File: config.mk
export PLATFORM = sky130hd
export DESIGN_NAME = ebsw_top
export DESIGN_NICKNAME = d
export VERILOG_FILES = /design/src/ebsw_pkg.sv /design/src/ebsw_top.sv /design/src/ebsw_sync.sv /design/src/ebsw_strobe.sv
export VERILOG_INCLUDE_DIRS = /design/src /design/src/src
export SDC_FILE = /design/constraint.sdc
export NUM_CORES = 1
export LEC_CHECK = 0
export ABC_AREA = 1
export BUFFER_PORTS_ARGS = -buffer_cell sky130_fd_sc_hd__buf_4
export CORE_ASPECT_RATIO = 2
export CORE_MARGIN = 5
export CORE_UTILIZATION = 51
export DETAILED_ROUTE_END_ITERATION = 10
export GPL_TIMING_DRIVEN = 1
export PLACE_DENSITY = 0.77
export SLEW_MARGIN = 20
export SYNTH_ARGS = -nofsm -noshare
export SYNTH_HDL_FRONTEND = slang
export SYNTH_SLANG_ARGS = --single-unit
File: constraint.sdc
create_clock -name hclk -period 1.5 [get_ports hclk]
set_input_delay 0.225 -clock hclk [delete_from_list [all_inputs] [get_ports hclk]]
set_output_delay 0.225 -clock hclk [all_outputs]
set_load 0.1 [all_outputs]
File: src/ebsw_defs.svh
// Constants of the external bus strobe, wait and hold block.
// Assumes inclusion by bare name from the package and the modules.
`ifndef EBSW_DEFS_SVH
`define EBSW_DEFS_SVH

// ----------------------------------------------------------------
// Register indices (byte address is four times the index)
// ----------------------------------------------------------------
`define EBSW_IDX_MODE0 8'h04
`define EBSW_IDX_AREA 8'h08
`define EBSW_IDX_PROT 8'h0a
`define EBSW_IDX_CMD 8'h10
`define EBSW_IDX_ADDR 8'h11
`define EBSW_IDX_WDATA 8'h12
`define EBSW_IDX_STAT 8'h13

// ----------------------------------------------------------------
// Field positions
// ----------------------------------------------------------------
`define EBSW_MODE0_SEP 2
`define EBSW_PROT_MODE 1
`define EBSW_AREA_WAIT_LSB 4
`define EBSW_CMD_GO 0
`define EBSW_CMD_WRITE 1
`define EBSW_CMD_WORD 2
`define EBSW_CMD_AREA_LSB 3
`define EBSW_CMD_MUX 5

// ----------------------------------------------------------------
// Reset values
// ----------------------------------------------------------------
`define EBSW_MODE0_RST 8'h00
`define EBSW_AREA_RST 8'h01
`define EBSW_PROT_RST 8'h00

// ----------------------------------------------------------------
// Timing
// ----------------------------------------------------------------
`define EBSW_HCLK_NS 40
`define EBSW_SYNC_STAGES 3

`endif

File: src/ebsw_pkg.sv
// Types shared by the external bus strobe, wait and hold block.
// Assumes the constants header sits beside it.
`include "ebsw_defs.svh"

package ebsw_pkg;

  // Bus sequencer states
  typedef enum logic [2:0] {
    ST_IDLE, ST_ALE, ST_STROBE, ST_SWAIT, ST_RWAIT, ST_HOLD
  } ebsw_state_e;

  // Owner of the current bus access
  typedef enum logic [1:0] {OWN_NONE, OWN_CORE, OWN_DMA} ebsw_owner_e;

endpackage : ebsw_pkg

File: src/ebsw_top.sv
// External bus strobe, wait and hold control with AHB-Lite registers.
// Assumes bclk, ready, hold request and read data come from pins.
//
// Summary of operation
// - wide bus picks strobe set by mode bit
// - combined strobe set selected after reset
// - separate stores encode read, even, odd, word
// - lane enable with address bit picks bytes
// - address goes out with the latch pulse
// - ready sampled at bus clock falling edge
// - ready honoured only for waited areas
// - bus outputs freeze during ready wait
// - ready ignored just before software wait
// - hold taken after current access ends
// - grant acknowledge low while hold lasts
// - hold beats DMA beats core
// - bus outputs float in hold
// - watchdog stops in hold, latch held low
// - area wait bit zero inserts a wait
// - wait bits 4 to 7 map areas 0-3
//
// The AHB-Lite slave port and the address map were left to the implementer.
`timescale 1ns/1ps

module ebsw_top
  import ebsw_pkg::*;
#(
  parameter int AW = 20,
  parameter int DW = 16
) (
  input wire logic hclk,
  input wire logic hresetn,
  input wire logic cke,
  input wire logic hsel,
  input wire logic [31:0] haddr,
  input wire logic [1:0] htrans,
  input wire logic hwrite,
  input wire logic [2:0] hsize,
  input wire logic [31:0] hwdata,
  input wire logic hready,
  output logic hreadyout,
  output logic hresp,
  output logic [31:0] hrdata,
  input wire logic bclk_pin,
  input wire logic byte_mode_pin,
  input wire logic ready_pin,
  input wire logic hold_req_n_pin,
  input wire logic [DW-1:0] data_in,
  input wire logic dma_req,
  input wire logic dma_write,
  input wire logic dma_word,
  input wire logic [AW-1:0] dma_addr,
  input wire logic [DW-1:0] dma_wdata,
  input wire logic [1:0] dma_area,
  output logic dma_done,
  output logic [DW-1:0] dma_rdata,
  output logic rd_n,
  output logic wr_n,
  output logic low_lane_store_n,
  output logic high_lane_store_n,
  output logic upper_lane_enable_n,
  output logic [AW-1:0] addr_out,
  output logic [DW-1:0] data_out,
  output logic data_oe,
  output logic bus_oe,
  output logic [3:0] area_sel_n,
  output logic ale,
  output logic bus_grant_ack_n,
  output logic port_lo_oe,
  output logic port_freeze,
  output logic wdt_run
);

  // Refuse sizes the logic cannot serve
  if (AW < 16 || AW > 32) begin : g_bad_aw
    $error("ebsw_top: AW out of range");
  end
  if (DW != 16) begin : g_bad_dw
    $error("ebsw_top: DW must be 16");
  end

  // ----------------------------------------------------------------
  // Pin synchronisers
  // ----------------------------------------------------------------
  logic bclk_s; // Filtered bus clock level
  logic bclk_d; // Previous filtered level
  logic byte_s; // Narrow bus select
  logic ready_s; // Ready, low asks for wait
  logic hold_n_s; // Hold request, active low
  logic [DW-1:0] din_s; // Read data from the bus

  ebsw_sync #(.W(4)) u_sync_ctl (
    .hclk(hclk),
    .hresetn(hresetn),
    .cke(cke),
    .d({bclk_pin, byte_mode_pin, ready_pin, hold_req_n_pin}),
    .q({bclk_s, byte_s, ready_s, hold_n_s})
  );

  ebsw_sync #(.W(DW)) u_sync_dat (
    .hclk(hclk),
    .hresetn(hresetn),
    .cke(cke),
    .d(data_in),
    .q(din_s)
  );

  // Bus clock edge finder
  always_ff @(posedge hclk or negedge hresetn) begin
    if (!hresetn) begin
      bclk_d <= 1'b0;
    end else if (cke) begin
      bclk_d <= bclk_s;
    end
  end

  logic b_rise; // Bus clock rising event
  logic b_fall; // Bus clock falling event
  assign b_rise = bclk_s && !bclk_d;
  assign b_fall = !bclk_s && bclk_d;

  // ----------------------------------------------------------------
  // AHB-Lite register slave
  // ----------------------------------------------------------------
  logic [7:0] mode0; // Processor mode bits
  logic [7:0] area_ctl; // Area enables and wait bits
  logic [7:0] prot; // Write protect bits
  logic [5:0] cmd; // Core access settings
  logic [AW-1:0] core_addr; // Core access address
  logic [DW-1:0] core_wdata; // Core write data
  logic [DW-1:0] core_rdata; // Last core read data
  logic core_pend; // Core access waiting for the bus
  logic wr_ph; // Write data phase pending
  logic [7:0] wr_idx; // Index of the pending write
  logic [7:0] a_idx; // Index of the address phase
  logic a_take; // Address phase taken
  logic mode_wr_fire; // Mode register write accepted
  logic core_start; // Core access granted
  ebsw_state_e state; // Sequencer state
  ebsw_owner_e owner; // Current access owner
  logic rdy_wait; // Ready-driven wait pending

  assign hreadyout = 1'b1;
  assign hresp = 1'b0;
  assign a_take = hsel && hready && htrans[1];
  assign a_idx = haddr[9:2];
  assign mode_wr_fire = wr_ph && (wr_idx == `EBSW_IDX_MODE0) &&
                        prot[`EBSW_PROT_MODE];

  // Read value of one register index
  function automatic logic [31:0] reg_read(input logic [7:0] idx);
    logic [31:0] v;
    v = 32'h0000_0000;
    case (idx)
      `EBSW_IDX_MODE0: v = {24'h00_0000, mode0};
      `EBSW_IDX_AREA: v = {24'h00_0000, area_ctl};
      `EBSW_IDX_PROT: v = {24'h00_0000, prot};
      `EBSW_IDX_CMD: v = {26'h0, cmd};
      `EBSW_IDX_ADDR: v = 32'(core_addr);
      `EBSW_IDX_WDATA: v = {16'h0000, core_wdata};
      `EBSW_IDX_STAT: v = {core_rdata, 12'h000,
                           (state == ST_RWAIT), (state == ST_HOLD),
                           (owner == OWN_CORE), core_pend};
      default: v = 32'h0000_0000;
    endcase
    return v;
  endfunction : reg_read

  // Address phase capture and read data
  always_ff @(posedge hclk or negedge hresetn) begin
    if (!hresetn) begin
      wr_ph <= 1'b0;
      wr_idx <= 8'h00;
      hrdata <= 32'h0000_0000;
    end else if (cke) begin
      wr_ph <= a_take && hwrite;
      wr_idx <= a_idx;
      if (a_take && !hwrite) begin
        hrdata <= reg_read(a_idx);
      end
    end
  end

  // Software-written registers; mode bit 2 resets to combined set
  always_ff @(posedge hclk or negedge hresetn) begin
    if (!hresetn) begin
      mode0 <= `EBSW_MODE0_RST;
      area_ctl <= `EBSW_AREA_RST;
      prot <= `EBSW_PROT_RST;
      cmd <= 6'h00;
      core_addr <= '0;
      core_wdata <= '0;
    end else if (cke && wr_ph) begin
      case (wr_idx)
        `EBSW_IDX_MODE0: if (mode_wr_fire) mode0 <= hwdata[7:0];
        `EBSW_IDX_AREA: area_ctl <= hwdata[7:0];
        `EBSW_IDX_PROT: prot <= hwdata[7:0];
        `EBSW_IDX_CMD: cmd <= hwdata[5:0];
        `EBSW_IDX_ADDR: core_addr <= hwdata[AW-1:0];
        `EBSW_IDX_WDATA: core_wdata <= hwdata[DW-1:0];
        default: cmd <= cmd;
      endcase
    end
  end

  // Core request flag; a go while one is pending is ignored
  always_ff @(posedge hclk or negedge hresetn) begin
    if (!hresetn) begin
      core_pend <= 1'b0;
    end else if (cke) begin
      if (core_start) begin
        core_pend <= 1'b0;
      end else if (wr_ph && wr_idx == `EBSW_IDX_CMD &&
                   hwdata[`EBSW_CMD_GO]) begin
        core_pend <= 1'b1;
      end
    end
  end

  // ----------------------------------------------------------------
  // Bus sequencer
  // ----------------------------------------------------------------
  logic sep; // Separate store strobes in use
  logic [1:0] area; // Area of the current access
  logic acc_write; // Current access writes
  logic acc_word; // Current access moves both lanes
  logic acc_mux; // Current access uses the multiplexed space
  logic [DW-1:0] acc_wdata; // Current write data
  logic area_wait; // Area asks for software wait
  logic sw_need; // Software wait follows the strobe cycle
  logic hold_req; // Hold requested
  logic start; // New access begins
  logic finish; // Access ends at this rising event

  // Strobe set follows mode bit only on a wide bus
  assign sep = mode0[`EBSW_MODE0_SEP] && !byte_s;
  assign area_wait = !area_ctl[`EBSW_AREA_WAIT_LSB + area];
  assign sw_need = area_wait || acc_mux;
  assign hold_req = !hold_n_s;
  // Arbitration: hold, then DMA, then core
  assign start = b_rise && state == ST_IDLE && !hold_req &&
                 (dma_req || core_pend);
  assign core_start = start && !dma_req;
  assign finish = b_rise && !rdy_wait &&
                  ((state == ST_STROBE && !sw_need) ||
                   state == ST_SWAIT || state == ST_RWAIT);

  // State transitions on bus clock rising events
  always_ff @(posedge hclk or negedge hresetn) begin
    if (!hresetn) begin
      state <= ST_IDLE;
    end else if (cke && b_rise) begin
      case (state)
        ST_IDLE: begin
          if (hold_req) begin
            state <= ST_HOLD;
          end else if (start) begin
            state <= (dma_req ? 1'b0 : cmd[`EBSW_CMD_MUX]) ?
                     ST_ALE : ST_STROBE;
          end
        end
        ST_ALE: state <= ST_STROBE;
        ST_STROBE: begin
          if (sw_need) begin
            state <= ST_SWAIT;
          end else if (rdy_wait) begin
            state <= ST_RWAIT;
          end else begin
            state <= ST_IDLE;
          end
        end
        ST_SWAIT: state <= rdy_wait ? ST_RWAIT : ST_IDLE;
        ST_RWAIT: if (!rdy_wait) state <= ST_IDLE;
        // Stay while request low, resume from idle a cycle later
        ST_HOLD: if (!hold_req) state <= ST_IDLE;
        default: state <= ST_IDLE;
      endcase
    end
  end

  // Latch the granted access
  always_ff @(posedge hclk or negedge hresetn) begin
    if (!hresetn) begin
      owner <= OWN_NONE;
      area <= 2'b00;
      acc_write <= 1'b0;
      acc_word <= 1'b0;
      acc_mux <= 1'b0;
      addr_out <= '0;
      acc_wdata <= '0;
    end else if (cke) begin
      if (start && dma_req) begin
        owner <= OWN_DMA;
        area <= dma_area;
        acc_write <= dma_write;
        acc_word <= dma_word && !byte_s;
        acc_mux <= 1'b0;
        addr_out <= dma_addr;
        acc_wdata <= dma_wdata;
      end else if (core_start) begin
        owner <= OWN_CORE;
        area <= cmd[`EBSW_CMD_AREA_LSB +: 2];
        acc_write <= cmd[`EBSW_CMD_WRITE];
        acc_word <= cmd[`EBSW_CMD_WORD] && !byte_s;
        acc_mux <= cmd[`EBSW_CMD_MUX];
        addr_out <= core_addr;
        acc_wdata <= core_wdata;
      end else if (finish) begin
        owner <= OWN_NONE;
      end
    end
  end

  // Ready sampling at falling events, only where honoured
  always_ff @(posedge hclk or negedge hresetn) begin
    if (!hresetn) begin
      rdy_wait <= 1'b0;
    end else if (cke) begin
      if (start) begin
        rdy_wait <= 1'b0;
      end else if (b_fall && area_wait) begin
        if (state == ST_RWAIT) begin
          rdy_wait <= !ready_s;
        end else if (state == ST_SWAIT ||
                     (state == ST_STROBE && !sw_need)) begin
          rdy_wait <= !ready_s;
        end
      end
    end
  end

  // Read data return and DMA completion pulse
  always_ff @(posedge hclk or negedge hresetn) begin
    if (!hresetn) begin
      core_rdata <= '0;
      dma_rdata <= '0;
      dma_done <= 1'b0;
    end else if (cke) begin
      dma_done <= finish && owner == OWN_DMA;
      if (finish && !acc_write && owner == OWN_DMA) begin
        dma_rdata <= din_s;
      end
      if (finish && !acc_write && owner == OWN_CORE) begin
        core_rdata <= din_s;
      end
    end
  end

  // ----------------------------------------------------------------
  // Pin drive
  // ----------------------------------------------------------------
  logic strobe_act; // Strobes active in this state
  logic out_load; // Outputs may change
  assign strobe_act = state == ST_STROBE || state == ST_SWAIT ||
                      state == ST_RWAIT;
  assign out_load = state != ST_RWAIT;

  ebsw_strobe u_strobe (
    .hclk(hclk),
    .hresetn(hresetn),
    .cke(cke),
    .load(out_load),
    .active(strobe_act && state != ST_HOLD),
    .write(acc_write),
    .word(acc_word),
    .lsb(addr_out[0]),
    .sep(sep),
    .byte_bus(byte_s),
    .rd_n(rd_n),
    .wr_n(wr_n),
    .low_lane_store_n(low_lane_store_n),
    .high_lane_store_n(high_lane_store_n),
    .upper_lane_enable_n(upper_lane_enable_n)
  );

  // Remaining bus pins, frozen in ready wait, released in hold
  always_ff @(posedge hclk or negedge hresetn) begin
    if (!hresetn) begin
      ale <= 1'b0;
      data_out <= '0;
      data_oe <= 1'b0;
      bus_oe <= 1'b1;
      area_sel_n <= 4'hf;
      bus_grant_ack_n <= 1'b1;
      port_lo_oe <= 1'b1;
      port_freeze <= 1'b0;
      wdt_run <= 1'b1;
    end else if (cke) begin
      port_freeze <= state == ST_RWAIT;
      bus_grant_ack_n <= state != ST_HOLD;
      bus_oe <= state != ST_HOLD;
      port_lo_oe <= state != ST_HOLD;
      wdt_run <= state != ST_HOLD;
      if (state == ST_HOLD) begin
        ale <= 1'b0;
        data_oe <= 1'b0;
      end else if (out_load) begin
        // Address rides the data lines with the latch pulse
        ale <= state == ST_ALE;
        data_oe <= state == ST_ALE || (strobe_act && acc_write);
        data_out <= (state == ST_ALE) ? addr_out[DW-1:0] : acc_wdata;
        for (int i = 0; i < 4; i++) begin
          area_sel_n[i] <= !(owner != OWN_NONE && area == 2'(i) &&
                             area_ctl[i]);
        end
      end
    end
  end
endmodule : ebsw_top

File: src/ebsw_sync.sv
// Three-stage input synchroniser with agreement filter.
// Assumes an input from outside the hclk domain.
`timescale 1ns/1ps

module ebsw_sync #(
  parameter int W = 1
) (
  input wire logic hclk,
  input wire logic hresetn,
  input wire logic cke,
  input wire logic [W-1:0] d,
  output logic [W-1:0] q
);

  // ----------------------------------------------------------------
  // Stages
  // ----------------------------------------------------------------
  logic [W-1:0] s1; // Metastable catch, read only by s2
  logic [W-1:0] s2; // Second stage
  logic [W-1:0] s3; // Third stage

  // Refuse a width the chain cannot serve
  if (W < 1) begin : g_bad_w
    $error("ebsw_sync: width must be positive");
  end

  // Shift chain, output updates only when stages two and three agree
  always_ff @(posedge hclk or negedge hresetn) begin
    if (!hresetn) begin
      s1 <= '0;
      s2 <= '0;
      s3 <= '0;
      q <= '0;
    end else if (cke) begin
      s1 <= d;
      s2 <= s1;
      s3 <= s2;
      if (s2 == s3) begin
        q <= s3;
      end
    end
  end

endmodule : ebsw_sync

File: src/ebsw_strobe.sv
// Registered read/write strobe encoder for both strobe sets.
// Assumes the sequencer holds load low while the bus must freeze.
`timescale 1ns/1ps

module ebsw_strobe (
  input wire logic hclk,
  input wire logic hresetn,
  input wire logic cke,
  input wire logic load,
  input wire logic active,
  input wire logic write,
  input wire logic word,
  input wire logic lsb,
  input wire logic sep,
  input wire logic byte_bus,
  output logic rd_n,
  output logic wr_n,
  output logic low_lane_store_n,
  output logic high_lane_store_n,
  output logic upper_lane_enable_n
);

  // Strobe levels, all inactive while idle
  always_ff @(posedge hclk or negedge hresetn) begin
    if (!hresetn) begin
      rd_n <= 1'b1;
      wr_n <= 1'b1;
      low_lane_store_n <= 1'b1;
      high_lane_store_n <= 1'b1;
      upper_lane_enable_n <= 1'b1;
    end else if (cke && load) begin
      rd_n <= !(active && !write);
      // Single write strobe only in the combined set
      wr_n <= !(active && write && !sep);
      // Separate stores: even lane low, odd lane high, word both
      low_lane_store_n <= !(active && write && sep &&
                            (word || !lsb));
      high_lane_store_n <= !(active && write && sep &&
                             (word || lsb));
      // Upper lane enable only on a wide bus in the combined set
      upper_lane_enable_n <= !(active && !sep && !byte_bus &&
                               (word || lsb));
    end
  end

endmodule : ebsw_strobe

==> run summary, run 1 <==
The run finished, with violations left. The checks that failed: negative setup slack. The aggregate negative setup slack came out at -16.38 ns. The via total after detailed routing is 12696.

Counting flops and latches in the post-synthesis netlist gives 298. The worst setup path is captured at a register. The share of synthesized cell area in full adder, half adder and majority cells is 0.

The CTS tree is done. Setup repair after global routing could not meet its margin everywhere. The number of cells traversed by the worst hold path is 3. CTS built an H-tree with a depth of 1. The number of antenna violations at the first check in global routing is 0. The synthesized design spends more area on one cell type than any other, namely dfrtp_1. The average instance in the mapped netlist occupies 8.69 um2. The cell chosen for the clock root is clkbuf_16.

The complex-gate fraction of the synthesized area was 0.0931. The wire length of the first global-routing pass is 64800 um. The number of nets still failing antenna checks after routing came out at 0. The routability congestion estimate is 0.913. The switching share of total power is 0.395. The clock network latency to the later pin of the worst-skew pair is 0.56 ns. The number of max-slew violations in the final report is 0.

Of the total power, the clock network draws 0.257. Setup violations remaining at the end of the flow were counted as 143. In the final layout, flip-flops and latches occupy 7480 um2. The cell area after layout came out at 19000 um2.

Overall power consumption after layout is estimated at 27.4 mW. In this run the deepest clock path goes through 3 buffers. The type of element launching the critical path is a register. Of all nets on the critical path, the largest fanout is 20. The number of design rule violations left after detail routing is 0. The per-cell via count in the routed design is 5.66. The number of global-route vias before repair is 12742.

The post-detailed-route wirelength per cell is 20.7 um. In the global route stage, overall resource usage came out at 0.282. The number of antenna diodes came out at 0. The commonest non-fill, non-tap cell in the layout is nand2_1. The actual transition at the worst max-transition pin is 0.623 ns. The main combinational cell family by area after synthesis is simple AND/OR/NAND/NOR gates. The maximum VDD drop came out at 1.04 mV. The total clock buffers created by CTS is 26. Of the total power, registers draw 0.369.

The part of the cycle the worst path needs is 1.22. The die height came out at 237 um. The post-synthesis async set-or-reset flop share is 1.00.

The launch point of the worst reg-to-reg path is state[0]$_DFFE_PN0P_. The depth of the worst register-to-register path is 9. The post-placement cell count came out at 2085. The count of boundary I/O pins came out at 239.

The final clock skew came out at 0.0198 ns. The layout has 1646 filler cells. The area share of the leading cell type in the synthesized netlist came out at 0.546. The power spent charging and discharging nets came out at 10.8 mW. The smallest setup slack after layout came out at -0.326 ns. The floorplan row count is 83.

The mux share of post-synthesis cell area came out at 0.00685. The pin count of the biggest net entering global routing came out at 80. The share of total power dissipated in combinational logic is 0.374.

The initial standard-cell utilization of the core is 0.514. In this run the tightest slew margin relative to its limit is 0.583. The synthesized netlist contains 45 unique library cells. The internal cell power came out at 16.6 mW. Summing all placed instances gives a cell area of 15800 um2. In this run the register-to-register setup slack is -0.33 ns. Excluding fillers, the count of instances in the completed layout stands at 2242.

Summing all multi-input logic gate instances after layout gives 5690 um2. The endpoint identified for the worst register-to-register timing path is acc_wdata[15]$_DFFE_PN0P_. When the netlist entered floorplanning its net count stood at 1649. In this run the standard cell core region covers 25500 um2. In the post-synthesis netlist, the biggest area contributors are dfrtp_1, nand2_1, o21ai_0.

The path type of the worst setup path is reg -> reg. The total detailed-routing wirelength came out at 46300 um. The worst setup path startpoint is state[0]$_DFFE_PN0P_. Summed over all nets, the half-perimeter wirelength after detailed placement is 27600 um.

The CTS clock-pin slew for the worst setup and hold paths is 0.07 ns. In the final layout, the share of cells above drive strength 1 is 0.322. Of the total synthesized cell area, the portion taken by XOR and XNOR cells is 0.00400. The number of port buffers came out at 196. The synthesized instance count is 1513. The data arrival time of the critical path is 2.25 ns. Dividing total power by cell area gives a power density of 1440 nW/um2. The synthesized netlist occupies a cell area of 13100 um2. The overall overflow remaining after global route is 0. The shortest period the worst path allows is 1.83 ns. The number of search-and-repair iterations in the first detailed-routing pass came out at 6. The number of warnings printed during yosys synthesis is 0.

The worst slack at placement is -0.256 ns. The die area is 29300 um2. The post-synthesis to final-layout area growth came out at 44.7%.

Timing would allow up to 548 MHz. Clock tree synthesis found a total of 298 sinks. The data required time at the worst endpoint is 1.92 ns. The worst hold path begins at hwdata[0]. The type of the worst min-delay path is in -> reg. Summed over all cells, the static leakage comes to 9.45 nW. In the layout the commonest cells are nand2_1, dfrtp_1, buf_4. The number of maximum-capacitance violations is 0. For this block, the initial DRC count from the detailed router was 1145. The area share of and/or/nand/nor cells after synthesis came out at 0.267. The count of final hold-check violations came out at 0. The die is 124 um wide. The share of the Yosys chip area taken by registers is 0.568.

For hold timing, the worst endpoint is cmd[0]$_DFFE_PN0P_. The final-stage net count is 2019. The number of enable flip-flop cells after synthesis is 0. In the synthesized netlist the dominant register cell turns out to be dfrtp_1.
Yosys cell counts, types with 8 or more instances:
| master | n |
|---|---|
| nand2_1 | 468 |
| dfrtp_1 | 287 |
| o21ai_0 | 151 |
| nor2_1 | 110 |
| inv_1 | 85 |
| nor3_1 | 75 |
| nand3_1 | 72 |
| clkbuf_1 | 35 |
| buf_2 | 24 |
| nand4_1 | 23 |
| a21oi_1 | 18 |
| o211ai_1 | 17 |
| nor3_2 | 12 |
| dfstp_2 | 11 |
| or2_2 | 11 |
| a21o_1 | 10 |
| o22ai_1 | 10 |
| buf_6 | 9 |
| inv_2 | 9 |
| buf_4 | 8 |
| o21ai_1 | 8 |
stage by stage:
stage	utilization	hold slack, ns
after detailed placement	0.620	0.0800
after CTS	0.706	0.00206
after global routing	0.744	0.0300
after floorplan	-	-0.0706
after global placement	0.620	0.0766
final	0.744	0.0170
cell families (layout without fill, tap and decap cells):
family | after synthesis | in the layout
AO/OA/AOI/OAI | 224 | 224
AND/OR/NAND/NOR | 801 | 801
other | 2 | 2
flip-flops | 298 | 298
XOR/XNOR | 6 | 6
buffers and inverters | 174 | 563
multiplexers | 8 | 8
registers in the layout, indices dropped and copies added (netlist names), 6 cells and up:
name           cells
core_rdata        16
dma_rdata         16
core_wdata        16
wr_idx             8
hrdata            32
u_sync_dat.s3     16
acc_wdata         16
mode0              8
area_ctl           8
data_out          16
cmd                6
u_sync_dat.s2     16
addr_out          20
u_sync_dat.q      16
prot               8
u_sync_dat.s1     16
core_addr         20
metal layers:
metal	routed length [um]	up-vias	global-route usage
met5	0	-	0
met4	4710	0	0.205
met2	24000	658	0.502
met3	3210	255	0.0392
li1	-	5681	-
met1	14400	6102	0.292
critical path: stages (launching register included):
cell	delay, ns
dfrtp_2	0.44
nor2_4	0.12
nand2_2	0.08
nor2_4	0.12
nand3_4	0.12
nor2_8	0.19
nand2_4	0.10
buf_12	0.17
nor2_2	0.26
nor3_2	0.09
worst max path at each step:
stage,endpoint,slack (ns),depth (start not counted)
final,acc_wdata[15]$_DFFE_PN0P_,-0.33,9
after global routing,acc_wdata[15]$_DFFE_PN0P_,-0.39,9
after CTS,bus_grant_ack_n,-0.18,2
after detailed placement,acc_write$_DFFE_PN0P_,-0.26,8
after global placement,acc_write$_DFFE_PN0P_,-0.23,8
after floorplan,addr_out[4]$_DFFE_PN0P_,-0.02,9
power by group through the flow:
stage	registers, mW	logic (mW)	clock network (mW)
3_5_place_dp	9.99	8.32	0
3_3_place_gp	9.94	8.19	0
2_1_floorplan	13.0	2.60	0
5_1_grt	10.2	10.7	7.43
4_1_cts	9.89	8.88	7.05
6_report	10.1	10.3	7.07
cell type report:
class,count,share of cell area
multi-input cells,1041,0.299
inverters,95,0.0201
well taps,340,0.0224
repair inverters,1,0.000329
flip-flops and latches,298,0.393
clock inverters,12,0.00928
repair buffers,420,0.218
clock buffers,35,0.0370
timing repair:
item	4_1_cts	5_1_grt
pin swaps	15	23
setup buffers	11	14
setup endpoints to repair	147	191
gates cloned	3	9
gates resized for setup	115	209
hold buffers	75	1
endpoints found under the hold margin	371	1
Power figures use the tool's default switching activity.
==> run 2: changes to the inputs <==
Settings changed: CORE_UTILIZATION 51 to 52, HOLD_SLACK_MARGIN set to 0.05, PLACE_DENSITY 0.77 to 0.75.
Clock period 1.5 ns to 2.2 ns, I/O delays scaled along.
==> run summary, run 2 (synthesized netlist as in run 1, its figures left out) <==
The flow ran to the end, and the final reports show no timing, DRC or antenna violations. For this run, the top clock speed supported by timing is 528 MHz. The commonest non-fill, non-tap cell in the layout is nand2_1. The number of global-route vias before repair came out at 11411. The per-cell via count in the routed design came out at 5.34. The combined buffer and inverter count along the critical path came out at 1. The clock network latency to the later pin of the worst-skew pair came out at 0.54 ns. The data arrival time of the critical path came out at 2.32 ns. Leaving out fill and tap cells, the most frequent cells in the layout are nand2_1, dfrtp_1, buf_4.

The shortest period the worst path allows is 1.89 ns. The endpoint identified for the worst register-to-register timing path is addr_out[14]$_DFFE_PN0P_. Input and output buffers added on the ports amount to 196. The depth of the worst register-to-register path is 9. The worst hold path begins at dma_addr[15]. The final setup violation count is 0. Gates resized during post-CTS repair numbered 0. The data required time at the worst endpoint is 2.63 ns. The floorplan row count came out at 82. Entering global routing, the biggest net connects 66 pins. The worst hold path was traced through 3 stages. The number of inserted filler cells in the final layout came out at 2153.

The total detailed-routing wirelength is 35600 um. The critical path is of the reg -> reg type. In this run the remaining antenna-violating nets after routing total 0. The final clock skew is 0.0116 ns. The cell chosen for the clock root is clkbuf_16. The worst slack at placement came out at 0.245 ns.

The global-route usage over all layers is 0.252. The maximum VDD drop came out at 0.585 mV. The die is 235 um tall. Among cell families on the critical path, the largest total delay comes from simple AND/OR/NAND/NOR gates.

The smallest setup slack after layout is 0.308 ns. The half-perimeter wire length after placement came out at 26400 um. The path with the worst hold slack has its endpoint at addr_out[15]$_DFFE_PN0P_.

The routability congestion estimate came out at 0.969. The critical path goes through nor2_2, nand2_1, nor2_4, nand3_4, nor2_8, nand2_2, buf_4, nor2_1, nor3_1. The largest registers in the layout are hrdata: 32 flops, addr_out: 20 flops, core_addr: 20 flops. The count of boundary I/O pins came out at 239. The CTS clock-pin slew for the worst setup and hold paths is 0.07 ns. The post-synthesis to final-layout area growth came out at 23.3%.

The die area is 28700 um2. Setup repair after global routing left no endpoint under its margin. The number of antenna violations at the first check in global routing is 1. The clock net in this run drives a total of 298 sinks. The post-detailed-route wirelength per cell is 17.1 um. The count of final hold-check violations came out at 0. The initial standard-cell utilization of the core is 0.525. On the worst path, the slowest cell contributes a delay of 0.44 ns. The actual transition at the worst max-transition pin is 0.638 ns. The floorplan step defined a core boundary enclosing 25000 um2. In this run the horizontal extent of the chip is 122 um.

The min-delay analysis places its worst path in the category in -> reg. In the final design database the tool counted 1861 nets. The worst setup path is launched from a register. The number of design rule violations left after detail routing came out at 0. The number of max-slew violations in the final report was 0. The via total after detailed routing is 11103. The number of violations reported at the end of detailed-routing iteration 0 came out at 732. The proportion of layout cells with a drive suffix above 1 came out at 0.194.

The largest fanout on the critical path came out at 39. The part of the cycle the worst path needs came out at 0.860. The wire length of the first global-routing pass came out at 58000 um. The startpoint identified for the worst register-to-register timing path is state[0]$_DFFE_PN0P_.

The aggregate negative setup slack is 0 ns. The slowest cell on the critical path is dfrtp_1. In this run the static leakage power is 8.29 nW.

The H-tree depth came out at 1. The CTS tree is done. The power per cell area is 1030 nW/um2. The normalized max-slew margin is 0.573. The number of flip-flops under the largest register name is 32. The number of maximum-capacitance violations came out at 0. The capturing element type of the critical path is a register. The number of buffers between clock root and the deepest sink is 3. For this run the aggregate overflow at the end of global routing stands at 0. The total clock buffers created by CTS came out at 26. The number of search-and-repair iterations in the first detailed-routing pass is 5. More flip-flops sit in one register than any other, and that register is hrdata. The minimum setup slack among reg-to-reg paths is 0.31 ns.
run 2: cell count changes in the layout (fill, tap and decap cells not counted), sizes merged:
cell           previous run  this run
buf                     338       228
clkbuf                   40        39
clkdlybuf4s15             1         0
clkinv                    6         2
diode                     0         1
dlygate4sd3              76        35
inv                      96        95
run 2: worst min-delay path, cell delays in order:
cell	delay, ns
buf_4	0.08
nor3_1	0.04
nor3_1	0.11
run 2: final cells by class:
| cell class | count | area, um2 | share of cell area |
|---|---|---|---|
| clock inverter | 8 | 156 | 0.00965 |
| inverter | 95 | 359 | 0.0222 |
| timing repair buffer | 263 | 2160 | 0.133 |
| tap | 336 | 420 | 0.0259 |
| sequential | 298 | 7470 | 0.461 |
| clock buffer | 39 | 749 | 0.0462 |
| antenna | 1 | 2.50 | 0.000154 |
| multi-input combinational | 1041 | 4890 | 0.302 |
run 2: worst max-delay path by stage:
stage,to,start,depth (start not counted),slack (ns)
floorplan,bus_oe,wdt_run$_DFFE_PN1P_,1,0.62
global placement,hrdata[11]$_DFFE_PN0P_,cke,9,0.28
detailed placement,hrdata[11]$_DFFE_PN0P_,cke,9,0.24
CTS,addr_out[14]$_DFFE_PN0P_,state[0]$_DFFE_PN0P_,9,0.31
global route,addr_out[16]$_DFFE_PN0P_,state[0]$_DFFE_PN0P_,9,0.13
finish,addr_out[14]$_DFFE_PN0P_,state[0]$_DFFE_PN0P_,9,0.31
run 2: where the power goes:
part	total [mW]	internal (mW)	switching, mW	leakage (nW)
combinational	5.19	1.35	3.85	3.90
sequential	6.73	6.20	0.529	3.95
clock	4.83	2.83	2.00	0.433
run 2: routing by layer:
| layer | track usage | vias up | share of wire | routed length (um) |
|---|---|---|---|---|
| met2 | 0.457 | 342 | 0.54 | 19200 |
| met3 | 0.0313 | 122 | 0.045 | 1590 |
| met5 | 0 | - | 0 | 0 |
| li1 | - | 5335 | - | - |
| met4 | 0.146 | 0 | 0.064 | 2280 |
| met1 | 0.275 | 5304 | 0.35 | 12600 |
run 2: what timing repair did:
action	4_1_cts	5_1_grt
hold endpoints to repair	88	0
setup buffers	0	0
hold buffers	35	0
setup endpoints to repair	0	0
run 2: per-stage QoR:
stage	cells	cell area, um2	hold WS (ns)	utilization	power (mW)
6_report	2081	16200	0.0690	0.648	16.8
2_1_floorplan	1513	13100	0.0344	-	10.6
5_1_grt	2081	16200	0.0644	0.648	17.5
4_1_cts	2080	16200	0.0517	0.647	16.9
3_5_place_dp	1998	15000	0.324	0.597	12.0
3_3_place_gp	1998	15000	0.326	0.597	11.9
